===== src/verilog/aoc_map.svh =====
// offsets, field positions, reset values and counts of the offset compensation block
`ifndef AOC_MAP_SVH
`define AOC_MAP_SVH
`define AOC_ADDR_CTRL 8'h36
`define AOC_ADDR_SET 8'h37
`define AOC_ADDR_OFSX 8'h38
`define AOC_ADDR_OFSY 8'h39
`define AOC_ADDR_OFSZ 8'h3a
`define AOC_CTRL_CLR_BIT 7
`define AOC_CTRL_TRIG_HI 6
`define AOC_CTRL_TRIG_LO 5
`define AOC_CTRL_EN_MASK 8'h07
`define AOC_SET_MASK 8'h7f
`define AOC_SET_CUT_BIT 0
`define AOC_RST_CTRL 3'h0
`define AOC_RST_SET 7'h00
`define AOC_RST_OFS 8'h00
// samples averaged by one fast run, as a power of two
`define AOC_FAST_LOG2 5'h04
`define AOC_FAST_LAST 4'hf
// corner ratio: 1000 Hz / 1 Hz and 1000 Hz / 10 Hz, in samples per slow step
`define AOC_SLOW_DIV_LO 10'h3e8
`define AOC_SLOW_DIV_HI 10'h064
// one offset step is 1/128 g; at the 2 g range one g is 4096 data counts
`define AOC_OFS_SHIFT_2G 3'h5
`define AOC_ONE_G_2G 15'h1000
`define AOC_TGT_ONE_G 13'h0080
`endif


===== src/verilog/aoc_pkg.sv =====
// types shared by the offset compensation core and its axis lanes
package aoc_pkg;
  typedef enum logic [2:0] {
    AOC_IDLE = 3'b001,
    AOC_ACC = 3'b010,
    AOC_WRITE = 3'b100
  } aoc_fast_t;
  typedef struct packed {
    logic [2:0] en;
    logic [6:0] set;
    logic [2:0][7:0] ofs;
    aoc_fast_t fst;
    logic [1:0] axis;
    logic [3:0] cnt;
    logic signed [17:0] sum;
    logic [9:0] div;
    logic restore;
    logic [7:0] rdata;
  } aoc_core_state_t;
  typedef struct packed {
    logic signed [13:0] comp_raw;
    logic signed [13:0] comp_flt;
  } aoc_lane_state_t;
endpackage


===== src/verilog/aoc_lane_if.sv =====
// signals between the compensation core and one axis lane
`timescale 1ns/1ps
interface aoc_lane_if;
  logic signed [13:0] raw;
  logic signed [13:0] flt;
  logic signed [7:0] ofs;
  logic [1:0] range;
  logic [1:0] target;
  logic signed [13:0] comp_raw;
  logic signed [13:0] comp_flt;
  logic above;
  logic below;
  modport core (output raw, flt, ofs, range, target, input comp_raw, comp_flt, above, below);
  modport lane (input raw, flt, ofs, range, target, output comp_raw, comp_flt, above, below);
endinterface


===== src/verilog/aoc_lane.sv =====
// one axis lane: subtracts the correction from filtered and raw data
`timescale 1ns/1ps
`include "aoc_map.svh"
module aoc_lane (
  input wire logic clock,
  input wire logic rst,
  aoc_lane_if.lane lp
);
  aoc_pkg::aoc_lane_state_t q;
  aoc_pkg::aoc_lane_state_t d;
  logic [2:0] sh;
  logic signed [15:0] ofs_l;
  logic signed [14:0] one_g;
  logic signed [14:0] tgt;

  function automatic logic signed [13:0] sat14(input logic signed [16:0] v);
    if (v > 17'sh01fff) begin
      return 14'sh1fff;
    end else if (v < -17'sh02000) begin
      return 14'sh2000;
    end
    return v[13:0];
  endfunction

  // correction scaled to data counts; step stays 1/128 g on every range
  always_comb begin
    sh = 3'(`AOC_OFS_SHIFT_2G - {1'b0, lp.range});
    ofs_l = 16'(lp.ofs) <<< sh;
    d.comp_raw = sat14(17'(lp.raw) - 17'(ofs_l));
    d.comp_flt = sat14(17'(lp.flt) - 17'(ofs_l));
    one_g = `AOC_ONE_G_2G >> lp.range;
    case (lp.target)
      2'b01: tgt = one_g;
      2'b10: tgt = -one_g;
      default: tgt = 15'sh0000;
    endcase
  end

  // error sign against the target steers the slow loop
  assign lp.above = 15'(q.comp_raw) > tgt;
  assign lp.below = 15'(q.comp_raw) < tgt;
  assign lp.comp_raw = q.comp_raw;
  assign lp.comp_flt = q.comp_flt;

  always_ff @(posedge clock or posedge rst) begin
    if (rst) begin
      q <= '0;
    end else begin
      q <= d;
    end
  end
endmodule


===== src/verilog/aoc_top.sv =====
// offset compensation core: registers, fast and slow loops, three lanes
`timescale 1ns/1ps
`include "aoc_map.svh"
module aoc_top (
  input wire logic clock,
  input wire logic rst,
  input wire logic [7:0] reg_addr,
  input wire logic [7:0] reg_wdata,
  input wire logic reg_wr,
  input wire logic reg_rd,
  output logic [7:0] reg_rdata,
  input wire logic sample_valid,
  input wire logic [1:0] acc_range,
  input wire logic [2:0][13:0] acc_raw,
  input wire logic [2:0][13:0] acc_filt,
  output logic [2:0][13:0] comp_raw,
  output logic [2:0][13:0] comp_filt,
  input wire logic nvm_restore,
  input wire logic [2:0][7:0] nvm_ofs,
  output logic [2:0][7:0] ofs_out,
  output logic fast_ready
);
  localparam aoc_pkg::aoc_core_state_t CORE_RST = '{
    en: `AOC_RST_CTRL,
    set: `AOC_RST_SET,
    ofs: {3{`AOC_RST_OFS}},
    fst: aoc_pkg::AOC_IDLE,
    axis: 2'h0,
    cnt: 4'h0,
    sum: 18'sh00000,
    div: 10'h000,
    restore: 1'b1,
    rdata: 8'h00
  };

  aoc_pkg::aoc_core_state_t q;
  aoc_pkg::aoc_core_state_t d;
  logic wr_ctrl;
  logic wr_set;
  logic [1:0] trig;
  logic trig_ok;
  logic fast_wr;
  logic slow_tick;
  logic reloading;
  logic [1:0] idx;
  logic [2:0] sh;
  logic [1:0] tcode;
  logic signed [12:0] tgt;
  logic signed [17:0] avg;
  logic signed [12:0] fv;
  logic [7:0] fast_sat;
  logic [9:0] div_lim;
  logic [2:0] above;
  logic [2:0] below;

  // one lane per axis; each carries its correction and target code
  for (genvar i = 0; i < 3; i++) begin : g_lane
    aoc_lane_if lif ();
    assign lif.raw = acc_raw[i];
    assign lif.flt = acc_filt[i];
    assign lif.ofs = q.ofs[i];
    assign lif.range = acc_range;
    assign lif.target = q.set[2 * i + 1 +: 2];
    assign comp_raw[i] = lif.comp_raw;
    assign comp_filt[i] = lif.comp_flt;
    assign above[i] = lif.above;
    assign below[i] = lif.below;
    aoc_lane u_lane (
      .clock(clock),
      .rst(rst),
      .lp(lif.lane)
    );
  end

  // register decode
  always_comb begin
    wr_ctrl = reg_wr && reg_addr == `AOC_ADDR_CTRL;
    wr_set = reg_wr && reg_addr == `AOC_ADDR_SET;
    trig = reg_wdata[`AOC_CTRL_TRIG_HI:`AOC_CTRL_TRIG_LO];
    // a trigger while busy is dropped, the run in flight is kept
    trig_ok = wr_ctrl && trig != 2'b00 && q.fst == aoc_pkg::AOC_IDLE;
    reloading = q.restore || nvm_restore;
  end

  // fast result: mean of the run in 1/128 g steps, minus the target
  always_comb begin
    idx = 2'(q.axis - 2'h1);
    sh = 3'(`AOC_OFS_SHIFT_2G - {1'b0, acc_range});
    tcode = q.set[2 * idx + 1 +: 2];
    case (tcode)
      2'b01: tgt = `AOC_TGT_ONE_G;
      2'b10: tgt = -`AOC_TGT_ONE_G;
      default: tgt = 13'sh0000;
    endcase
    avg = q.sum >>> (`AOC_FAST_LOG2 + 5'(sh));
    fv = 13'(avg) - tgt;
    // saturate so a large offset pins at the ends instead of wrapping
    if (fv > 13'sh007f) begin
      fast_sat = 8'h7f;
    end else if (fv < 13'sh1f80) begin
      fast_sat = 8'h80;
    end else begin
      fast_sat = fv[7:0];
    end
    div_lim = q.set[`AOC_SET_CUT_BIT] ? `AOC_SLOW_DIV_HI : `AOC_SLOW_DIV_LO;
  end

  // next state of the whole core
  always_comb begin
    d = q;
    fast_wr = 1'b0;
    slow_tick = 1'b0;
    d.rdata = 8'h00;

    // slow loop paced by the sample rate, so its corner follows bandwidth
    if (sample_valid) begin
      if (q.div >= 10'(div_lim - 10'h001)) begin
        d.div = 10'h000;
        slow_tick = 1'b1;
      end else begin
        d.div = 10'(q.div + 10'h001);
      end
    end
    // slow loop rests during a fast run so the two never fight
    if (slow_tick && q.fst == aoc_pkg::AOC_IDLE) begin
      for (int i = 0; i < 3; i++) begin
        if (q.en[i]) begin
          if (above[i] && q.ofs[i] != 8'h7f) begin
            d.ofs[i] = 8'(q.ofs[i] + 8'h01);
          end else if (below[i] && q.ofs[i] != 8'h80) begin
            d.ofs[i] = 8'(q.ofs[i] - 8'h01);
          end
        end
      end
    end

    // software writes
    if (wr_ctrl) begin
      d.en = 3'(reg_wdata & `AOC_CTRL_EN_MASK);
    end
    if (wr_set) begin
      d.set = 7'(reg_wdata & `AOC_SET_MASK);
      d.div = 10'h000; // a new corner starts from a fresh count, never past its end
    end
    if (reg_wr && reg_addr == `AOC_ADDR_OFSX) begin
      d.ofs[0] = reg_wdata;
    end
    if (reg_wr && reg_addr == `AOC_ADDR_OFSY) begin
      d.ofs[1] = reg_wdata;
    end
    if (reg_wr && reg_addr == `AOC_ADDR_OFSZ) begin
      d.ofs[2] = reg_wdata;
    end
    if (wr_ctrl && reg_wdata[`AOC_CTRL_CLR_BIT]) begin
      d.ofs = {3{`AOC_RST_OFS}};
    end

    // fast compensation sequence
    case (q.fst)
      aoc_pkg::AOC_IDLE: begin
        if (trig_ok) begin
          d.fst = aoc_pkg::AOC_ACC;
          d.axis = trig;
          d.cnt = 4'h0;
          d.sum = 18'sh00000;
        end
      end
      aoc_pkg::AOC_ACC: begin
        if (sample_valid) begin
          d.sum = q.sum + 18'(signed'(acc_raw[idx]));
          d.cnt = 4'(q.cnt + 4'h1);
          if (q.cnt == `AOC_FAST_LAST) begin
            d.fst = aoc_pkg::AOC_WRITE;
          end
        end
      end
      aoc_pkg::AOC_WRITE: begin
        // the result beats a same-cycle software write or clear
        fast_wr = 1'b1;
        d.ofs[idx] = fast_sat;
        d.fst = aoc_pkg::AOC_IDLE;
      end
      default: begin
        d.fst = aoc_pkg::AOC_IDLE;
      end
    endcase

    // reload from the store once after reset and on every soft reset
    if (reloading) begin
      d.ofs = nvm_ofs;
      d.restore = 1'b0;
    end

    // read port, data valid only in the cycle after the strobe
    if (reg_rd) begin
      case (reg_addr)
        `AOC_ADDR_CTRL: d.rdata = {3'h0, fast_ready, 1'b0, q.en};
        `AOC_ADDR_SET: d.rdata = {1'b0, q.set};
        `AOC_ADDR_OFSX: d.rdata = q.ofs[0];
        `AOC_ADDR_OFSY: d.rdata = q.ofs[1];
        `AOC_ADDR_OFSZ: d.rdata = q.ofs[2];
        default: d.rdata = 8'h00;
      endcase
    end
  end

  always_ff @(posedge clock or posedge rst) begin
    if (rst) begin
      q <= CORE_RST;
    end else begin
      q <= d;
    end
  end

  // outputs
  assign fast_ready = q.fst == aoc_pkg::AOC_IDLE;
  assign reg_rdata = q.rdata;
  assign ofs_out = q.ofs;
endmodule


===== config.mk =====
export PLATFORM = sky130hd
export DESIGN_NAME = aoc_top
export DESIGN_NICKNAME = d
export VERILOG_FILES = /design/src/verilog/aoc_pkg.sv /design/src/verilog/aoc_lane_if.sv /design/src/verilog/aoc_lane.sv /design/src/verilog/aoc_top.sv
export VERILOG_INCLUDE_DIRS = /design/src /design/src/verilog
export SDC_FILE = /design/constraint.sdc
export NUM_CORES = 1
export LEC_CHECK = 0
export CAP_MARGIN = 25
export CORE_ASPECT_RATIO = 0.7
export CORE_MARGIN = 8
export CORE_UTILIZATION = 49
export DETAILED_ROUTE_END_ITERATION = 12
export DONT_BUFFER_PORTS = 1
export GPL_ROUTABILITY_DRIVEN = 0
export GPL_TIMING_DRIVEN = 0
export PLACE_DENSITY = 0.66
export SLEW_MARGIN = 10
export SYNTH_ARGS = -nofsm -noshare
export SYNTH_HDL_FRONTEND = slang
export SYNTH_HIERARCHICAL = 1
export SYNTH_SLANG_ARGS = --single-unit

===== constraint.sdc =====
create_clock -name clock -period 8.7 [get_ports clock]
set_input_delay 0.87 -clock clock [delete_from_list [all_inputs] [get_ports clock]]
set_output_delay 0.87 -clock clock [all_outputs]
set_load 0.01 [all_outputs]

==> results of run 1 <==
[worst reg2reg max path, stage by stage (launching register included)]
cell	delay, ns
dfrtp_1	0.41
clkinv_1	0.30
clkbuf_1	0.33
ha_1	0.35
buf_2	0.21
nor2_1	0.32
clkbuf_1	0.37
a21oi_1	0.14
ha_1	0.29
inv_1	0.04
ha_1	0.22
fa_1	0.41
nor2b_1	0.12
o21ai_0	0.09
nor3b_1	0.18
o221a_2	0.31
o31ai_1	0.78
a31oi_1	0.23
a21oi_1	0.21
[cell families (layout without fill, tap and decap cells)]
kind of cell             count (synthesis)  after routing
buffers and inverters                  182            218
XOR/XNOR                                98             98
AO/OA/AOI/OAI                          547            547
flip-flops                             164            164
AND/OR/NAND/NOR                        544            544
adder cells (fa/ha/maj)                157            157
multiplexers                            98             98
other                                    7             27
[per-stage QoR]
| step | total power, mW | cells | worst slack [ns] | hold slack [ns] |
|---|---|---|---|---|
| after floorplan | 1.971 | 1809 | 4.497 | 0.4517 |
| final | 3.147 | 2273 | 3.312 | 0.2423 |
| after CTS | 3.141 | 2265 | 3.473 | 0.2271 |
| after detailed placement | 2.277 | 2233 | 3.506 | 0.4806 |
| after global placement | 2.237 | 2229 | 3.547 | 0.4749 |
| after global routing | 3.326 | 2272 | 3.006 | 0.2320 |
[power groups by stage]
stage,clock network (mW),registers [mW],logic (mW)
5_1_grt,0.902,1.17,1.25
2_1_floorplan,0,1.10,0.873
4_1_cts,0.868,1.16,1.11
6_report,0.854,1.16,1.13
3_3_place_gp,0,1.17,1.06
3_5_place_dp,0,1.18,1.10
[worst min-delay path by stage]
stage | end | depth (start not counted)
finish | g_lane[2].u_lane/lp.comp_flt[1] | 1
global route | g_lane[2].u_lane/lp.comp_flt[0] | 1
CTS | g_lane[2].u_lane/lp.comp_flt[1] | 1
detailed placement | q[22] | 2
global placement | q[23] | 2
floorplan | q[18] | 1
[cell usage in the layout, fill, tap and decap left out, types with 8 or more instances in the layout]
| cell | netlist | routed |
|---|---|---|
| a31oi_1 | 23 | 23 |
| and2_1 | 14 | 14 |
| nor2b_1 | 19 | 19 |
| nor4_1 | 15 | 15 |
| nand2b_1 | 22 | 22 |
| nor2_1 | 142 | 142 |
| o211ai_1 | 12 | 12 |
| mux2i_1 | 67 | 67 |
| mux2_2 | 28 | 28 |
| o22ai_1 | 10 | 10 |
| nor3_1 | 50 | 50 |
| or2_2 | 10 | 10 |
| ha_1 | 149 | 149 |
| fa_1 | 8 | 8 |
| clkbuf_16 | 0 | 17 |
| nand4_1 | 9 | 9 |
| diode_2 | 0 | 8 |
| conb_1 | 7 | 19 |
| xnor2_1 | 48 | 48 |
| clkbuf_1 | 25 | 25 |
| o31ai_1 | 18 | 18 |
| buf_4 | 33 | 33 |
| nand3_1 | 46 | 46 |
| o21ai_0 | 159 | 159 |
| buf_6 | 8 | 8 |
| nand2_1 | 150 | 150 |
| buf_2 | 19 | 19 |
| o32a_1 | 9 | 9 |
| or3_1 | 10 | 10 |
| o21a_1 | 17 | 17 |
| a21oi_1 | 124 | 124 |
| a21o_1 | 33 | 33 |
| dfrtp_1 | 162 | 162 |
| and3_1 | 15 | 15 |
| a211oi_1 | 27 | 27 |
| xor2_1 | 50 | 50 |
| inv_1 | 85 | 84 |
[area by class of cell]
cell class                 count  area (µm²)
fill                        2943       14310
multi-input combinational   1463       10330
sequential                   164        4106
buffer                        96       573.1
tap                          420       525.5
clock buffer                  17       425.4
inverter                      86       325.3
clock inverter                15       216.5
timing repair buffer           4       110.1
antenna                        8       20.02
[state kept, by name, summed over array words and instances, names as in the netlist]
| register | count |
|---|---|
| q | 42 |
| g_lane.u_lane/lp.comp_flt | 42 |
| g_lane.lif.ofs | 24 |
| g_lane.u_lane/lp.comp_raw | 42 |
| g_lane.lif.target | 6 |
| reg_rdata | 8 |
[metal layers]
layer | vias up | part of all wire | wire length (µm) | GRT usage
met5 | - | 0 | 0 | 0
met4 | 0 | 0.032 | 1649 | 0.09223
met3 | 96 | 0.10 | 5139 | 0.08885
met2 | 612 | 0.42 | 21870 | 0.3929
met1 | 6859 | 0.44 | 22860 | 0.3659
li1 | 6656 | - | - | -
==> results.sh, run 1 <==
export IMPL_status="finished clean"
export IMPL_cp_max_fo=10
export IMPL_power_density_nw_per_um2=189.2
export IMPL_combPwrFrac=0.360
export IMPL_cp_top_family="compound AO/OA/AOI/OAI gates"
export IMPL_viasPerCell=6.257
export IMPL_hp_class="in2async"
export IMPL_finalHoldViolations=0
export IMPL_synth_xor_area_frac=0.05613
export IMPL_netlist_instances=1797
export IMPL_swShare=0.4018
export IMPL_synth_flop_cell="dfrtp_1"
export IMPL_synthToLayoutAreaGrowth_pct=8.796
export IMPL_drc=0
export IMPL_grt_use_total=0.2681
export IMPL_seq_power_share=0.368
export IMPL_clk_pin_slew_ns=0.07
export IMPL_async_reset_ff_frac=1.000
export IMPL_path_cells="clkinv_1 > clkbuf_1 > ha_1 > buf_2 > nor2_1 > clkbuf_1 > a21oi_1 > ha_1 > inv_1 > ha_1 > fa_1 > nor2b_1 > o21ai_0 > nor3b_1 > o221a_2 > o31ai_1 > a31oi_1 > a21oi_1"
export IMPL_hold_buffers=0
export IMPL_min_period_ns=5.388
export IMPL_antenna_found_initial=8
export IMPL_synth_seq_cells=164
export IMPL_ios=249
export IMPL_critPathSlowestCell="o31ai_1"
export IMPL_fin_nets=2121
export IMPL_grt_max_degree=47
export IMPL_drt_iter0_drc=1561
export IMPL_grt_pass1_wl_mm=76.73
export IMPL_placed_area_um2=15980
export IMPL_route_detailed_wl_per_inst_um=22.66
export IMPL_syn_area_um2=15290
export IMPL_ys_top_cells_by_area="dfrtp_1 27%, ha_1 12%, o21ai_0 5.2%"
export IMPL_cts_resized_gates=0
export IMPL_r2r_setup_slack_ns=3.31
export IMPL_grt_pass1_vias=13000
export IMPL_maxSlewViolCount=0
export IMPL_synth_edff_count=0
export IMPL_synthMuxAreaShare=0.06889
export IMPL_synth_compound_area_frac=0.2392
export IMPL_finalSetupTns_ns=0
export IMPL_synth_avg_cell_area_um2=8.510
export IMPL_chipHeight_um=163.8
export IMPL_cts_tree="done"
export IMPL_drt_wl_total_mm=51.52
export IMPL_grt_remaining_overflow=0
export IMPL_fmax_mhz=185.6
export IMPL_yosysMostFrequentCell="dfrtp_1"
export IMPL_path_buf_inv=5
export IMPL_synth_top_area_frac=0.2651
export IMPL_hpwl_mm=41.69
export IMPL_rows=54
export IMPL_synthTopCellsByCount="162 x dfrtp_1, 159 x o21ai_0, 150 x nand2_1"
export IMPL_worst_path_stages=18
export IMPL_reg2reg_to="g_lane[1].lif.ofs[0]"
export IMPL_clockBufferDepth=2
export IMPL_synth_adder_area_share=0.1324
export IMPL_synthSimpleGateAreaFrac=0.1745
export IMPL_period_share=0.6193
export IMPL_required_ns=9.08
export IMPL_cts_made_buffers=17
export IMPL_cap_viol_max_count=0
export IMPL_cp_endpoint="g_lane[1].lif.ofs[0]"
export IMPL_htreeDepth=4
export IMPL_leakage_nw=7.311
export IMPL_slowest_delay_ns=0.78
export IMPL_vias=14220
export IMPL_dieWidth_um=227.2
export IMPL_clock_sinks=164
export IMPL_final_antenna_net_count=0
export IMPL_dr_pass1_iters=6
export IMPL_setup_violations_final=0
export IMPL_power_switching_mw=1.265
export IMPL_reg2reg_depth=18
export IMPL_start_util=0.4942
export IMPL_fp_dieArea_um2=37210
export IMPL_arrival_ns=5.77
export IMPL_critPathLaunch="q[41]"
export IMPL_drive_gt1_frac=0.09810
export IMPL_cts_setup_buffers=0
export IMPL_finClkSkew_ns=0.01570
export IMPL_slew_limit_headroom=0.2697
export IMPL_ys_warn_count=6
export IMPL_netlist_cell_type_count=95
export IMPL_fin_area_um2=16640
export IMPL_post_route_util=0.5376
export IMPL_core_area_um2=30940
export IMPL_end_kind="flop"
export IMPL_yosysTopAreaCell="dfrtp_1"
export IMPL_start_kind="flop"
export IMPL_power_internal_mw=1.883
export IMPL_path_class="reg2reg"
export IMPL_seq_area_frac_synth=0.2685
export IMPL_rsz0062_at_grt="no"
export IMPL_tightestPinTransition_ns=1.090
export IMPL_clockPowerShare=0.271
export IMPL_clock_root_buffer="clkbuf_16"
export IMPL_insertion_delay_ns=0.47
export IMPL_r2r_start="q[41]"
export IMPL_synth_top_family_by_area="compound AO/OA/AOI/OAI gates"
export IMPL_port_buffers=0
export IMPL_irDropWorstVdd_mv=0.1244
export IMPL_crit_path_frequent_cell="ha_1"
Note: power is estimated with default switching activity, not from simulation.
==> run 2, diff against run 1 <==
==> constraint.sdc (replaced) <==
create_clock -name clock -period 5.1 [get_ports clock]
set_input_delay 0.51 -clock clock [delete_from_list [all_inputs] [get_ports clock]]
set_output_delay 0.51 -clock clock [all_outputs]
set_load 0.01 [all_outputs]
==> run 2 against run 1 <==
Non-clock buffer count rose by 2. Via count is 0.16% higher. Combinational power increased by 72%. Critical path type unchanged. Register-to-register slack got worse by 3.1 ns. Sequential power rose by 71%. Largest power group unchanged.
==> results.sh, run 2 (synthesis gave the netlist of run 1 again) <==
export IMPL_dr_pass1_iters=7
export IMPL_required_ns=5.49
export IMPL_end_kind="flop"
export IMPL_grt_pass1_vias=13030
export IMPL_placed_area_um2=15980
export IMPL_power_switching_mw=2.163
export IMPL_irDropWorstVdd_mv=0.2126
export IMPL_cts_setup_buffers=0
export IMPL_rows=54
export IMPL_cp_max_fo=10
export IMPL_clk_pin_slew_ns=0.08
export IMPL_period_share=0.9552
export IMPL_power_density_nw_per_um2=322.3
export IMPL_antenna_found_initial=8
export IMPL_finClkSkew_ns=0.01392
export IMPL_start_util=0.4942
export IMPL_r2r_start="q[41]"
export IMPL_top_usage_layer="met2"
export IMPL_route_detailed_wl_per_inst_um=22.68
export IMPL_status="finished clean"
export IMPL_power_internal_mw=3.214
export IMPL_r2r_setup_slack_ns=0.23
export IMPL_min_to="q[42]"
export IMPL_grt_util_met1=0.3646
export IMPL_combPwrFrac=0.361
export IMPL_finalSetupTns_ns=0
export IMPL_fin_nets=2123
export IMPL_port_buffers=0
export IMPL_slew_limit_headroom=0.2736
export IMPL_swShare=0.4022
export IMPL_start_kind="flop"
export IMPL_reg2reg_depth=18
export IMPL_maxSlewViolCount=0
export IMPL_most_common_layout_cells="162 x dfrtp_1, 159 x o21ai_0, 150 x nand2_1, 149 x ha_1, 141 x nor2_1"
export IMPL_min_period_ns=4.872
export IMPL_drt_wl_total_mm=51.58
export IMPL_clock_sinks=164
export IMPL_reg2reg_to="g_lane[1].lif.ofs[1]"
export IMPL_htreeDepth=4
export IMPL_clockBufferDepth=2
export IMPL_drive_gt1_frac=0.1023
export IMPL_cap_viol_max_count=0
export IMPL_fin_area_um2=16680
export IMPL_min_from="reg_wdata[6]"
export IMPL_cts_made_buffers=17
export IMPL_viasPerCell=6.265
export IMPL_hp_class="in2reg"
export IMPL_clock_root_buffer="clkbuf_16"
export IMPL_post_route_util=0.5392
export IMPL_path_class="reg2reg"
export IMPL_hpwl_mm=41.69
export IMPL_leakage_nw=7.327
export IMPL_grt_use_total=0.2684
export IMPL_tightestPinTransition_ns=1.085
export IMPL_seq_power_share=0.368
export IMPL_drt_iter0_drc=1641
export IMPL_met2_usage=0.3930
export IMPL_rsz0062_at_grt="no"
export IMPL_use_met3=0.09224
export IMPL_core_area_um2=30940
export IMPL_dieWidth_um=227.2
export IMPL_fmax_mhz=205.3
export IMPL_holdPathStages=2
export IMPL_finalHoldViolations=0
export IMPL_setup_violations_final=0
export IMPL_layout_commonest_cell="dfrtp_1"
export IMPL_insertion_delay_ns=0.47
export IMPL_cts_tree="done"
export IMPL_fp_dieArea_um2=37210
export IMPL_grt_pass1_wl_mm=76.87
export IMPL_ios=249
export IMPL_grt_remaining_overflow=0
export IMPL_final_antenna_net_count=0
export IMPL_num_fill_cells=2946
export IMPL_vias=14250
export IMPL_chipHeight_um=163.8
export IMPL_synthToLayoutAreaGrowth_pct=9.107
export IMPL_grt_max_degree=47
export IMPL_arrival_ns=5.26
export IMPL_drc=0
export IMPL_clockPowerShare=0.271
export IMPL_finalPower_mw=5.377
==> run 2: changes by cell type in the layout (fill, tap and decap cells not counted), sizes merged <==
| cell | before | now |
|---|---|---|
| clkbuf | 46 | 47 |
| clkinv | 3 | 2 |
| clkinvlp | 1 | 2 |
| diode | 8 | 7 |
| dlygate4sd3 | 0 | 1 |
==> run 2: through the flow <==
stage	worst slack [ns]	instances	hold slack, ns
floorplan	0.8973	1809	0.4517
global placement	-0.05323	2229	0.4749
detailed placement	-0.09410	2233	0.3672
CTS	0.1174	2266	0.1479
global route	0.01158	2274	0.1456
finish	0.2285	2274	0.1706
==> run 2: final cells by class <==
class	instances	area, µm²	area share
Clock buffer	17	425.4	0.02550
Clock inverter	15	216.5	0.01297
Inverter	86	329.1	0.01972
Antenna cell	7	17.52	0.001050
Sequential cell	164	4106	0.2461
Buffer	96	578.1	0.03465
Tap cell	420	525.5	0.03150
Multi-Input combinational cell	1463	10350	0.6206
Timing Repair Buffer	6	131.4	0.007874
==> run 2: power by group through the flow <==
stage / clock network, mW / logic (mW) / registers (mW)
floorplan: 0 / 1.49 / 1.87
global placement: 0 / 1.82 / 2.00
detailed placement: 0 / 1.88 / 2.01
CTS: 1.48 / 1.90 / 1.98
global route: 1.54 / 2.14 / 2.00
finish: 1.46 / 1.94 / 1.98
==> run 2: metal layers <==
metal  vias up  share of wire
li1       6655              -
met1      6864           0.44
met2       634           0.43
met3        93           0.10
met4         0          0.032
met5         -              0
==> run 2: worst max path at each step <==
stage	start	slack (ns)	depth (start not counted)	to
2_1_floorplan	q[41]	0.90	18	g_lane[2].lif.ofs[3]
3_3_place_gp	q[41]	-0.05	18	g_lane[1].lif.ofs[0]
3_5_place_dp	q[41]	-0.09	18	g_lane[1].lif.ofs[0]
4_1_cts	q[41]	0.12	18	g_lane[1].lif.ofs[1]
5_1_grt	q[41]	0.01	18	g_lane[2].lif.ofs[3]
6_report	q[41]	0.23	18	g_lane[1].lif.ofs[1]
==> run 2: worst max-delay path, cell delays in order (launching register included) <==
cell        delay (ns)
dfrtp_1           0.47
clkinvlp_4        0.26
clkbuf_2          0.26
ha_1              0.31
buf_2             0.22
nor2_2            0.24
clkbuf_2          0.26
a21oi_1           0.11
ha_1              0.28
inv_1             0.15
ha_1              0.25
nor2b_1           0.13
o21a_1            0.20
o2111ai_1         0.25
o211a_1           0.36
a31oi_2           0.09
clkbuf_4          0.22
nor3_1            0.50
o32a_1            0.25
==> run 2: timing repair <==
action / 4_1_cts / 5_1_grt
hold endpoints to repair: 53 / 0
resized for setup: 3 / 6
setup endpoints to repair: 5 / 21
hold buffers: 1 / 0
